### src/core/fault_bank_pkg.sv
// Shared offsets, field positions, reset values and carriers of the fault bank
package fault_bank_pkg;

    localparam logic [5:0] OFS_IC_STATUS = 6'h00;
    localparam logic [5:0] OFS_STAT_ONE  = 6'h01;
    localparam logic [5:0] OFS_STAT_TWO  = 6'h02;
    localparam logic [5:0] OFS_CTRL_ONE  = 6'h03;
    localparam logic [5:0] OFS_CTRL_TWO  = 6'h04;
    localparam logic [5:0] OFS_CTRL_THR  = 6'h05;
    localparam logic [5:0] OFS_CTRL_FOUR = 6'h06;
    localparam logic [5:0] OFS_CTRL_FIVE = 6'h07;
    localparam logic [5:0] OFS_CTRL_SIX  = 6'h08;
    localparam logic [5:0] OFS_CTRL_TEN  = 6'h0C;
    localparam logic [5:0] OFS_LAST      = 6'h0C;

    // First status register bit positions
    localparam int POS_THERMAL_WARN = 7;
    localparam int POS_THERMAL_SHUT = 6;
    localparam int POS_C_HIGH       = 5;
    localparam int POS_C_LOW        = 4;
    localparam int POS_B_HIGH       = 3;
    localparam int POS_B_LOW        = 2;
    localparam int POS_A_HIGH       = 1;
    localparam int POS_A_LOW        = 0;

    // Second status register bit positions
    localparam int POS_OTP_ERROR    = 6;
    localparam int POS_REG_OVERCUR  = 5;
    localparam int POS_REG_UNDERV   = 4;
    localparam int POS_PUMP_LOW     = 3;
    localparam int POS_PARITY_ERR   = 2;
    localparam int POS_FRAMING_ERR  = 1;
    localparam int POS_BAD_ADDRESS  = 0;

    // Control fields
    localparam int POS_CLEAR_FAULTS = 0;
    localparam logic [2:0] LOCK_CODE_OPEN = 3'h3;
    localparam logic [2:0] LOCK_CODE_SHUT = 3'h6;

    localparam logic [7:0] RST_STATUS    = 8'h00;
    localparam logic [7:0] RST_CTRL_ONE  = 8'h00;
    localparam logic [7:0] RST_CTRL_TWO  = 8'h60;
    localparam logic [7:0] RST_CTRL_THR  = 8'h46;
    localparam logic [7:0] RST_CTRL_FOUR = 8'h10;
    localparam logic [7:0] RST_CTRL_FIVE = 8'h00;
    localparam logic [7:0] RST_CTRL_SIX  = 8'h00;
    localparam logic [7:0] RST_CTRL_TEN  = 8'h00;

    // Writable bits per control register; others read as zero
    localparam logic [7:0] WMASK_CTRL_ONE = 8'h07;
    localparam logic [7:0] WMASK_CTRL_TWO = 8'hFE;
    localparam logic [7:0] WMASK_CTRL_THR = 8'h7F;

    typedef struct packed {
        logic       read;
        logic [5:0] addr;
        logic       parity;
        logic [7:0] data;
    } frame_t;

    typedef struct packed {
        logic thermal_warning_flag;
        logic thermal_shutdown_flag;
        logic phase_c_high_overcurrent;
        logic phase_c_low_overcurrent;
        logic phase_b_high_overcurrent;
        logic phase_b_low_overcurrent;
        logic phase_a_high_overcurrent;
        logic phase_a_low_overcurrent;
        logic otp_error_flag;
        logic regulator_overcurrent_flag;
        logic regulator_undervoltage_flag;
        logic charge_pump_low_flag;
    } detect_t;

    typedef struct packed {
        logic [7:0] one;
        logic [7:0] two;
        logic [7:0] three;
        logic [7:0] four;
        logic [7:0] five;
        logic [7:0] six;
        logic [7:0] ten;
    } control_t;

    typedef enum logic [0:0] {
        LOCK_OPEN = 1'b0,
        LOCK_SHUT = 1'b1
    } lock_t;

endpackage

### src/core/fault_status_register_bank.sv
// Fault status and control register bank behind a 16-bit serial frame port
`timescale 1ns/1ps

module fault_status_register_bank
    import fault_bank_pkg::*;
#(
    parameter int ADDR_W = 6
) (
    input  wire logic     clock,
    input  wire logic     rst,
    input  wire logic     sleep_reset,
    input  wire logic     frame_valid,
    input  wire logic     frame_abort,
    input  wire frame_t   frame,
    input  wire detect_t  detect,
    output logic [15:0]   reply_q,
    output logic          reply_valid_q,
    output control_t      control_q,
    output logic          regs_locked_q,
    output logic [7:0]    fault_status_one_q,
    output logic [7:0]    fault_status_two_q
);

    if (ADDR_W != 6) begin : g_bad_width
        $error("Frame address field is fixed at six bits");
    end

    // Even parity over the whole word
    function automatic logic parity_fails(input frame_t f);
        parity_fails = ^f;
    endfunction

    function automatic logic addr_invalid(input logic [5:0] a);
        addr_invalid = (a > OFS_LAST);
    endfunction

    lock_t       lock_q;
    lock_t       lock_d;
    control_t    control_d;
    logic        framing_q;
    logic        framing_d;
    logic        parity_q;
    logic        parity_d;
    logic        bad_addr_q;
    logic        bad_addr_d;
    logic [7:0]  stat_one_d;
    logic [7:0]  stat_two_d;
    logic [15:0] reply_d;
    logic        reply_valid_d;
    logic        frame_bad_par;
    logic        frame_bad_addr;
    logic        frame_write;
    logic        clear_cmd;
    logic [7:0]  read_value;

    // Write only on a clean frame; a damaged word must not touch settings
    assign frame_bad_par  = parity_fails(frame);
    assign frame_bad_addr = addr_invalid(frame.addr);
    assign frame_write    = frame_valid && !frame.read
                            && !frame_bad_par && !frame_bad_addr;

    // Lock also blocks the clear command, as it lives outside the lock field
    assign clear_cmd = frame_write && (lock_q == LOCK_OPEN)
                       && (frame.addr == OFS_CTRL_TWO)
                       && frame.data[POS_CLEAR_FAULTS];

    // Register contents before this frame's write, status read-only
    always_comb begin
        case (frame.addr)
            OFS_STAT_ONE:  read_value = fault_status_one_q;
            OFS_STAT_TWO:  read_value = fault_status_two_q;
            OFS_CTRL_ONE:  read_value = control_q.one;
            OFS_CTRL_TWO:  read_value = control_q.two;
            OFS_CTRL_THR:  read_value = control_q.three;
            OFS_CTRL_FOUR: read_value = control_q.four;
            OFS_CTRL_FIVE: read_value = control_q.five;
            OFS_CTRL_SIX:  read_value = control_q.six;
            OFS_CTRL_TEN:  read_value = control_q.ten;
            default:       read_value = 8'h00;
        endcase
    end

    // Latched link faults: a new event wins over a clear in the same cycle
    always_comb begin
        framing_d  = (framing_q && !clear_cmd) || frame_abort;
        parity_d   = (parity_q && !clear_cmd)
                     || (frame_valid && frame_bad_par);
        bad_addr_d = (bad_addr_q && !clear_cmd)
                     || (frame_valid && frame_bad_addr);
        if (sleep_reset) begin
            framing_d  = 1'b0;
            parity_d   = 1'b0;
            bad_addr_d = 1'b0;
        end
    end

    always_ff @(posedge clock or posedge rst) begin
        if (rst) begin
            framing_q  <= 1'b0;
            parity_q   <= 1'b0;
            bad_addr_q <= 1'b0;
        end else begin
            framing_q  <= framing_d;
            parity_q   <= parity_d;
            bad_addr_q <= bad_addr_d;
        end
    end

    // Status images; detector bits are live levels, not latched
    always_comb begin
        stat_one_d = RST_STATUS;
        stat_one_d[POS_THERMAL_WARN] = detect.thermal_warning_flag;
        stat_one_d[POS_THERMAL_SHUT] = detect.thermal_shutdown_flag;
        stat_one_d[POS_C_HIGH] = detect.phase_c_high_overcurrent;
        stat_one_d[POS_C_LOW]  = detect.phase_c_low_overcurrent;
        stat_one_d[POS_B_HIGH] = detect.phase_b_high_overcurrent;
        stat_one_d[POS_B_LOW]  = detect.phase_b_low_overcurrent;
        stat_one_d[POS_A_HIGH] = detect.phase_a_high_overcurrent;
        stat_one_d[POS_A_LOW]  = detect.phase_a_low_overcurrent;
        // Bit 7 stays at its zero default
        stat_two_d = RST_STATUS;
        stat_two_d[POS_OTP_ERROR]   = detect.otp_error_flag;
        stat_two_d[POS_REG_OVERCUR] =
            detect.regulator_overcurrent_flag;
        stat_two_d[POS_REG_UNDERV]  =
            detect.regulator_undervoltage_flag;
        stat_two_d[POS_PUMP_LOW]    = detect.charge_pump_low_flag;
        stat_two_d[POS_PARITY_ERR]  = parity_q;
        stat_two_d[POS_FRAMING_ERR] = framing_q;
        stat_two_d[POS_BAD_ADDRESS] = bad_addr_q;
    end

    always_ff @(posedge clock or posedge rst) begin
        if (rst) begin
            fault_status_one_q <= RST_STATUS;
            fault_status_two_q <= RST_STATUS;
        end else begin
            fault_status_one_q <= stat_one_d;
            fault_status_two_q <= stat_two_d;
        end
    end

    // Control registers and the password lock
    always_comb begin
        control_d = control_q;
        lock_d    = lock_q;
        if (frame_write && frame.addr == OFS_CTRL_ONE) begin
            case (frame.data[2:0])
                LOCK_CODE_OPEN: begin
                    lock_d        = LOCK_OPEN;
                    control_d.one = frame.data & WMASK_CTRL_ONE;
                end
                LOCK_CODE_SHUT: begin
                    lock_d        = LOCK_SHUT;
                    control_d.one = frame.data & WMASK_CTRL_ONE;
                end
                default: begin
                    lock_d = lock_q;
                end
            endcase
        end else if (frame_write && lock_q == LOCK_OPEN) begin
            case (frame.addr)
                // Clear bit never stored, so it reads back zero
                OFS_CTRL_TWO:  control_d.two =
                    frame.data & WMASK_CTRL_TWO;
                OFS_CTRL_THR:  control_d.three =
                    frame.data & WMASK_CTRL_THR;
                OFS_CTRL_FOUR: control_d.four = frame.data;
                OFS_CTRL_FIVE: control_d.five = frame.data;
                OFS_CTRL_SIX:  control_d.six  = frame.data;
                OFS_CTRL_TEN:  control_d.ten  = frame.data;
                // Reserved and status offsets take no write
                default:       control_d = control_q;
            endcase
        end
        if (sleep_reset) begin
            lock_d    = LOCK_OPEN;
            control_d = '{RST_CTRL_ONE, RST_CTRL_TWO, RST_CTRL_THR,
                          RST_CTRL_FOUR, RST_CTRL_FIVE, RST_CTRL_SIX,
                          RST_CTRL_TEN};
        end
    end

    always_ff @(posedge clock or posedge rst) begin
        if (rst) begin
            lock_q    <= LOCK_OPEN;
            control_q <= '{RST_CTRL_ONE, RST_CTRL_TWO, RST_CTRL_THR,
                           RST_CTRL_FOUR, RST_CTRL_FIVE, RST_CTRL_SIX,
                           RST_CTRL_TEN};
        end else begin
            lock_q    <= lock_d;
            control_q <= control_d;
        end
    end

    // Reply: status byte then the register's contents before any write
    always_comb begin
        reply_valid_d = frame_valid;
        reply_d       = reply_q;
        if (frame_valid) begin
            reply_d = {fault_status_two_q, read_value};
        end
    end

    always_ff @(posedge clock or posedge rst) begin
        if (rst) begin
            reply_q       <= 16'h0000;
            reply_valid_q <= 1'b0;
            regs_locked_q <= 1'b0;
        end else begin
            reply_q       <= reply_d;
            reply_valid_q <= reply_valid_d;
            regs_locked_q <= (lock_d == LOCK_SHUT);
        end
    end

endmodule

### config.mk
export PLATFORM = sky130hd
export DESIGN_NAME = fault_status_register_bank
export DESIGN_NICKNAME = d
export VERILOG_FILES = /design/src/core/fault_bank_pkg.sv /design/src/core/fault_status_register_bank.sv
export SDC_FILE = /design/constraint.sdc
export NUM_CORES = 1
export LEC_CHECK = 0
export ABC_AREA = 1
export BUFFER_PORTS_ARGS = -buffer_cell sky130_fd_sc_hd__buf_2
export CAP_MARGIN = 20
export CORE_AREA = 10 10 104 106
export CTS_BUF_LIST = sky130_fd_sc_hd__clkbuf_8
export DETAILED_ROUTE_END_ITERATION = 6
export DIE_AREA = 0 0 114 116
export GPL_TIMING_DRIVEN = 0
export MAX_ROUTING_LAYER = met4
export PLACE_DENSITY = 0.75
export SLEW_MARGIN = 0
export SYNTH_ARGS = -nofsm -noshare
export SYNTH_HDL_FRONTEND = slang
export SYNTH_SLANG_ARGS = --single-unit
### constraint.sdc
create_clock -name clock -period 2.1 [get_ports clock]
set_input_delay 0.105 -clock clock [delete_from_list [all_inputs] [get_ports clock]]
set_output_delay 0.105 -clock clock [all_outputs]
set_load 0.02 [all_outputs]
# --- Word level (Yosys, flattened, before mapping) ---
# Index checks and enable logic that the tools add are counted.
word_totals:
  output_inout_bits: 90
  wordCells: 86
  reg_bits: 91
op_classes:
  n_reduce_logical: 39
  n_mux: 18
  eq_ne: 12
  bitwise_logic: 1
  magnitude_cmp: 1
op_table:
  columns: ["cell", "n"]
  rows:
  - ["$mux W48", 2]
  - ["$pmux W8 S9", 1]
  - ["$mux W8", 8]
  - ["$mux W56", 1]
  - ["$eq A6 B3 Y1 const B", 4]
  - ["$reduce_and A3 Y1", 6]
  - ["$reduce_bool A2 Y1", 9]
  - ["$reduce_xor A16 Y1", 1]
  - ["$eq A6 B2 Y1 const B", 2]
  - ["$eq A6 B4 Y1 const B", 2]
  - ["$logic_and A1 B1 Y1", 12]
  - ["$eq A6 B1 Y1 const B", 1]
  - ["$gt A6 B4 Y1 const B", 1]
  - ["$mux W1", 5]
  - ["$logic_not A1 Y1", 4]
  - ["$reduce_and A2 Y1", 2]
  - ["$eq A3 B2 Y1 const B", 1]
  - ["$eq A3 B3 Y1 const B", 1]
  - ["$logic_or A1 B1 Y1", 3]
  - ["$reduce_bool A3 Y1", 1]
  - ["$ne A2 B2 Y1 const B", 1]
  - ["$pmux W1 S2", 1]
  - ["$reduce_or A2 Y1", 1]
  - ["$not A1 Y1", 1]

# --- Logic depth before layout (Yosys ltp) ---
# Gate-level depths: netlist (run 1).
logic_depth:
  depth_word: 11
  ltp_mapped: 17
  ltp_nobuf: 16

# --- Worst setup path after synthesis (run 1) ---
# Ideal clock, no wire load.
synth_timing:
  path_kind: "input port to flip-flop"
  start: "input frame[0] in the netlist's numbering"
  end: "register control_q[10] in the netlist's numbering"
  setup_ns: 0.119
  path_slack_ns: 0.509
  cell_stages: 16
  arrival_ns: 1.471
  required_time_ns: 1.981
  cell_sequence: "inv_1 -> ha_1 -> inv_1 -> nand3_1 -> nand2_1 -> nand2_1 -> nand2_1 -> nand2_1 -> nand2_2 -> nor2_4 -> nand2_4 -> nand2_8 -> nand2_4 -> buf_6 -> nand2_1 -> o21ai_2"
synth_via:
  elab_chain_cells: 7
  word_cells_on_any_way: 9
  cone_classes: "eq/ne (1); reduce/logical (8)"
synth_lines:
  columns: ["element", "line", "text"]
  rows:
  - ["from (decl)", "fault_status_register_bank.sv:14", "input wire frame_t frame,"]
  - ["$reduce_xor A16 Y1 *", "fault_status_register_bank.sv:30", "parity_fails = ^f;"]
  - ["$logic_not A1 Y1 *", "fault_status_register_bank.sv:60", "&& !frame_bad_par && !frame_bad_addr;"]
  - ["$logic_and A1 B1 Y1 * (2 in a row)", "fault_status_register_bank.sv:60", null]
  - ["$logic_and A1 B1 Y1, on equally long branches", "fault_status_register_bank.sv:147, fault_status_register_bank.sv:161", null]
  - ["$ne A2 B2 Y1 (no line) / $reduce_bool A2 Y1 (equally long branches)", null, null]
  - ["$reduce_and A3 Y1 (no line) *", null, null]
  - ["to (signal assigned)", "fault_status_register_bank.sv:187", "control_q <= '{RST_CTRL_ONE, RST_CTRL_TWO, RST_CTRL_THR,"]
  - ["to (signal assigned)", "fault_status_register_bank.sv:192", "control_q <= control_d;"]
  - ["to (decl)", "fault_status_register_bank.sv:18", "output control_t control_q,"]
# Mark *: on every way between the ends. The rest lies on a longest branch, timed or not.
# A chain may end at the register's enable or synchronous reset.

# --- Worst setup path after layout (run 1) ---
layout_timing:
  start: "input frame[0] in the netlist's numbering"
  end: "register control_q[46] in the netlist's numbering"
# Same word-level chain as after synthesis.

==> results.yml, run 1 <==
outcome:
  status: "finished clean"
logic_synthesis:
  synth_top_area_cell: "dfrtp_1"
  synth_top_area_share_pct: 47.53
  synth_area_leaders: "dfrtp_1 (48%), nand2_1 (20%), inv_1 (4.2%)"
  synth_enable_flop_cells: 0
  ys.flop_type: "dfrtp_1"
  synth-async-reset-ratio_pct: 100.0
  postSynthAreaPerCell_um2: 8.115
  ys_top_cells_by_count: "nand2_1 (215), dfrtp_1 (78), inv_1 (46)"
  netlist_area_um2: 4106
  yosysSeqAreaShare_pct: 51.37
  synthDistinctLibCells: 33
  syn_inst: 506
  synth_seq_cells: 84
  ys_warn_count: 0
  yosysMostFrequentCell: "nand2_1"
worst_setup_path:
  required_ns: 2.40
  crit_top_cell: "nand2_1"
  end_kind: "register"
  crit_path_max_incr_delay_ns: 0.38
  cp_max_fo: 8
  crit_path_top_delay_cell: "nor2_1"
  start_kind: "primary input"
  cp.arrival_ns: 1.93
  crit_chain: "buf_2 -> inv_1 -> ha_1 -> inv_1 -> nand3_1 -> nand2_1 -> nand2_1 -> nand2_1 -> nand2_1 -> nand2_2 -> nor2_4 -> nand2_4 -> nor2_4 -> nor2_1 -> nand2_1 -> nand2_1"
  worstSetupPathType: "in2reg"
final_layout:
  nets: 688
  n_antenna_cell: 0
  fillCellCount: 816
  syn2layout_area_growth_pct: 27.91
  layout-drive-gt1-share_pct: 27.51
clock_tree:
  htreeDepth: 3
  ctsResizeCount: 0
  path_clk_slew_ns: 0.08
  cts_tree: "done"
  cts_sinks: 84
  hold_buffers: 15
  cts_made_buffers: 9
  clk-insertion-delay-late_ns: 0.36
  clock_path_buffers: 2
  post_cts_buffers: 0
  root_buffer: "clkbuf_8"
floorplan:
  die_w_um: 114
  start_util_pct: 47.32
  num_io_pins: 123
  coreArea_um2: 8678
  placementRows: 34
  die_area_um2: 13220
  die_height_um: 116
flow_run:
  maxCapViolCount: 0
sta:
  setup_viol: 0
  setup-tns-final_ns: 0
  slew_viol_final: 0
  fin_crit_sh_pct: 77.76
  final_hold_viol_count: 0
  skew_ns: 0.009555
  layout_min_cycle_time_ns: 1.633
  grt_setup_unrepaired: "false"
  hold_slack_ns: 0.05467
  max_freq_mhz: 612.4
global_route:
  grt_pass1_vias: 4107
  antenna_found_initial: 0
  grt_overflow: 0
  grt_max_degree: 38
  track_usage_pct: 20.04
  grt_pass1_wl_mm: 20.56
drt:
  vias: 3958
  first_pass_iters: 4
  wl_per_cell_um: 16.73
  drtIter0Drc: 248
  ant_nets: 0
  wl_mm: 12.82
  drc: 0
  vias_per_cell: 5.167
place:
  dpl.hpwl_mm: 10.10
  place.gp.congestion: 0.8918
  port_buffers: 111
power:
  power_leakage_uw: 0.002951
  cellPowerDensity_nw_per_um2: 759.3
  ir_worst_vdd_mv: 0.3239
min_path:
  min_path_type: "in2reg"
worst max-delay path, delay by kind of cell:
family / cells / cell delay (ns)
adders and majority gates: 1 / 0.33
buffers and inverters: 3 / 0.26
and+or+nand+nor: 12 / 1.23
report_power, final:
part / total [µW] / switching (µW) / internal (µW)
Sequential: 1860 / 104 / 1760
Clock: 1320 / 611 / 712
Combinational: 804 / 537 / 267
Total: 3990 / 1250 / 2740
path summary, 6_finish.rpt:
kind,start,end,slack (ns),cells after the start
min in group asynchronous,rst,control_q[13],0.26,3
worst min-delay path,frame[5],control_q[45],0.05,3
worst min register to register,framing_q,fault_status_two_q[1],0.38,0
max in group asynchronous,rst,control_q[45],1.27,4
worst max-delay path,frame[0],control_q[46],0.47,16
worst max register to register,control_q[48],reply_q[0],0.79,6
cell type report:
cell class | instances | area [µm²] | area share, %
multi-input cells | 358 | 1679 | 31.97
well taps | 108 | 135.1 | 2.573
repair buffers | 128 | 745.7 | 14.20
flip-flops and latches | 84 | 2110 | 40.16
inverters | 52 | 201.4 | 3.835
clock inverters | 6 | 93.84 | 1.787
clock buffers | 10 | 137.6 | 2.620
plain buffers | 20 | 150.1 | 2.859
routing by layer:
layer	GRT usage, %	vias up	routed length [µm]
li1	-	1886	-
met1	23.95	1869	5387
met2	30.60	161	5873
met3	5.478	42	1030
met4	10.03	0	527
met5	-	-	0
kinds of logic after synthesis:
family | synth area share [%]
muxes | 0.2438
AOI/OAI and AO/OA | 11.70
DFF | 51.37
buffers and inverters | 8.470
adders and majority gates | 0.6093
xor gates and xnor gates | 0.2133
and+or+nand+nor | 27.30
other | 0.09132
flip-flops by register name, indices dropped and copies added (netlist names):
register and flops:
fault_status_one_q 8, reply_q 15, framing_q 1, control_q 49, parity_q 1, fault_status_two_q 7, regs_locked_q 1, bad_addr_q 1
reply_valid_q 1
stage by stage:
step	setup slack [ns]	instances	utilization, %	cell area (µm²)	power [µW]
finish	0.4670	766	60.52	5253	3988
global route	0.2216	766	60.52	5253	4166
CTS	0.4611	766	60.52	5253	4001
detailed placement	0.1116	735	56.13	4871	2674
global placement	0.1831	733	55.67	4831	2640
floorplan	0.5095	514	-	4140	2367
placed cells by master, fill, tap and decap left out, drive strengths merged, types with 3 or more instances in the layout:
cell type,count
a21oi,11
a221oi,6
a32o,3
buf,128
clkbuf,15
conb,9
dfrtp,78
dfstp,6
dlygate4sd3,15
inv,52
nand2,224
nand3,9
nand4,3
nor2,32
o21ai,50
Note: power is estimated with default switching activity, not from simulation.
==> inputs of run 2 (changes only) <==
--- a/config.mk
+++ b/config.mk
@@ -8,13 +8,13 @@
 export ABC_AREA = 1
 export BUFFER_PORTS_ARGS = -buffer_cell sky130_fd_sc_hd__buf_2
 export CAP_MARGIN = 20
-export CORE_AREA = 10 10 104 106
+export CORE_AREA = 10 10 100 102
 export CTS_BUF_LIST = sky130_fd_sc_hd__clkbuf_8
 export DETAILED_ROUTE_END_ITERATION = 6
-export DIE_AREA = 0 0 114 116
+export DIE_AREA = 0 0 110 112
 export GPL_TIMING_DRIVEN = 0
 export MAX_ROUTING_LAYER = met4
-export PLACE_DENSITY = 0.75
+export PLACE_DENSITY = 0.77
 export SLEW_MARGIN = 0
 export SYNTH_ARGS = -nofsm -noshare
 export SYNTH_HDL_FRONTEND = slang
==> constraint.sdc (replaced) <==
create_clock -name clock -period 1.68 [get_ports clock]
set_input_delay 0.084 -clock clock [delete_from_list [all_inputs] [get_ports clock]]
set_output_delay 0.084 -clock clock [all_outputs]
set_load 0.02 [all_outputs]
==> results.yml, run 2 (same netlist as run 1, synthesis figures left out) <==
outcome:
  status: "finished clean"
floorplan:
  start_util_pct: 51.00
  placementRows: 33
  die_area_um2: 12320
  die_height_um: 112
  num_io_pins: 123
  coreArea_um2: 8051
  die_w_um: 110
place:
  port_buffers: 111
  dpl_cell_area_um2: 4867
  dpl.hpwl_mm: 9.843
  place.gp.congestion: 0.9413
worst_setup_path:
  required_ns: 1.93
  crit_path_top_delay_cell: "ha_4"
  crit_chain: "buf_2 -> inv_1 -> ha_4 -> inv_1 -> nand3_1 -> nand2_1 -> nand2_1 -> nand2_1 -> nand2_1 -> nand2_2 -> nor2_4 -> nand2_4 -> nand2_8 -> nand2_4 -> buf_6 -> nand2_1 -> o21ai_1"
  cp.arrival_ns: 1.78
  crit_path_max_incr_delay_ns: 0.28
  r2r_cells: 6
  path_delay_family: "simple AND/OR/NAND/NOR gates"
  worstSetupPathType: "in2reg"
  crit_top_cell: "nand2_1"
  cp_max_fo: 10
  worst-path-buf-inv: 4
  end_kind: "register"
  start_kind: "primary input"
  critical_path_depth: 17
final_layout:
  n_antenna_cell: 0
  regMostFlops: "control_q"
  final_cell_mix: "nand2_1 (215), buf_2 (111), dfrtp_1 (78), inv_1 (45), o21ai_1 (28)"
  largestRegisters: "control_q (49), reply_q (15), fault_status_one_q (8)"
  postLayoutCellArea_um2: 5265
  largest_reg_flops: 49
  layout-drive-gt1-share_pct: 27.81
  syn2layout_area_growth_pct: 28.21
  nets: 688
  final_common_cell: "nand2_1"
power:
  power_switching_uw: 1578
  cellPowerDensity_nw_per_um2: 950.5
  power_leakage_uw: 0.002956
  p_seq_share_pct: 46.5
  power.internal_uw: 3427
  switching_share_pct: 31.52
  power.share.clock_pct: 33.4
  ir_worst_vdd_mv: 0.3716
  p_comb_share_pct: 20.0
sta:
  fin_crit_sh_pct: 91.19
  layout_min_cycle_time_ns: 1.532
  skew_ns: 0.006221
  relSlewSlack_pct: 66.52
  slew_viol_final: 0
  max_freq_mhz: 652.8
  grt_setup_unrepaired: "false"
  worst_pin_slew_ns: 0.5021
  setup_viol: 0
  setup-tns-final_ns: 0
  final_hold_viol_count: 0
flow_run:
  maxCapViolCount: 0
clock_tree:
  clock_path_buffers: 2
  clk-insertion-delay-late_ns: 0.37
  cts_tree: "done"
  post_cts_buffers: 0
  cts_made_buffers: 9
  path_clk_slew_ns: 0.09
  cts_sinks: 84
  htreeDepth: 3
  root_buffer: "clkbuf_8"
global_route:
  grt_pass1_vias: 3946
  antenna_found_initial: 0
  grt_overflow: 0
  track_usage_pct: 21.24
  grt_pass1_wl_mm: 20.00
  grt_max_degree: 42
drt:
  drc: 0
  drtIter0Drc: 279
  wl_mm: 12.71
  first_pass_iters: 5
  ant_nets: 0
  vias_per_cell: 5.109
  vias: 3898
  wl_per_cell_um: 16.66
min_path:
  hold_depth: 3
  min_path_type: "in2reg"
-- run 2: through the flow --
| stage | utilization [%] | setup slack (ns) | hold slack (ns) | total power [µW] | std cells |
|---|---|---|---|---|---|
| 6_report | 65.39 | 0.1480 | 0.03007 | 5004 | 763 |
| 5_1_grt | 65.39 | 0.001841 | 0.05248 | 5221 | 763 |
| 4_1_cts | 65.21 | 0.1094 | 0.01831 | 5003 | 763 |
| 3_5_place_dp | 60.45 | -0.2649 | 0.1178 | 3338 | 732 |
| 3_3_place_gp | 59.95 | -0.2320 | 0.1917 | 3298 | 730 |
| 2_1_floorplan | - | 0.1105 | 0.1154 | 2958 | 514 |
-- run 2: final cells by class --
| class | instances | area [µm²] |
|---|---|---|
| fill | 714 | 2786 |
| sequential | 84 | 2110 |
| multi-input combinational | 358 | 1694 |
| timing repair buffer | 128 | 745.7 |
| inverter | 52 | 201.4 |
| buffer | 20 | 150.1 |
| clock buffer | 10 | 137.6 |
| tap | 105 | 131.4 |
| clock inverter | 6 | 95.09 |
-- run 2: worst reg2reg max path: stages (launching register included) --
cell	delay (ns)
dfrtp_1	0.40
nand2_1	0.08
nand2_1	0.08
a221oi_1	0.42
nand2_1	0.11
nand2_1	0.07
nand2_1	0.05
-- run 2: path summary, 6_finish.rpt --
| path | startpoint | endpoint | slack (ns) |
|---|---|---|---|
| worst max-delay path | frame[0] | control_q[7] | 0.15 |
| worst min-delay path | frame[5] | control_q[45] | 0.03 |
| worst max register to register | control_q[48] | reply_q[0] | 0.37 |
| worst min register to register | framing_q | fault_status_two_q[1] | 0.39 |
| max in group asynchronous | rst | control_q[34] | 0.59 |
| min in group asynchronous | rst | fault_status_one_q[7] | 0.26 |
-- run 2: per-layer routing --
| metal | vias up | GRT usage, % | wire, µm |
|---|---|---|---|
| met1 | 1824 | 26.38 | 5265 |
| met2 | 173 | 33.33 | 6111 |
| met4 | 0 | 8.941 | 281 |
| met5 | - | - | 0 |
| met3 | 21 | 3.345 | 1049 |
| li1 | 1880 | - | - |
-- run 2: power by group through the flow --
| stage | Combinational (µW) | Clock [µW] | Sequential [µW] |
|---|---|---|---|
| 2_1_floorplan | 422 | 0 | 2540 |
| 4_1_cts | 1010 | 1670 | 2320 |
| 3_3_place_gp | 943 | 0 | 2350 |
| 5_1_grt | 1100 | 1770 | 2350 |
| 6_report | 1000 | 1670 | 2330 |
| 3_5_place_dp | 975 | 0 | 2360 |
-- run 2: what timing repair did --
action | 4_1_cts | 5_1_grt
endpoints found under the setup margin | 0 | 8
endpoints found under the hold margin | 30 | 0
hold buffers | 15 | 0
resized for setup | 0 | 2
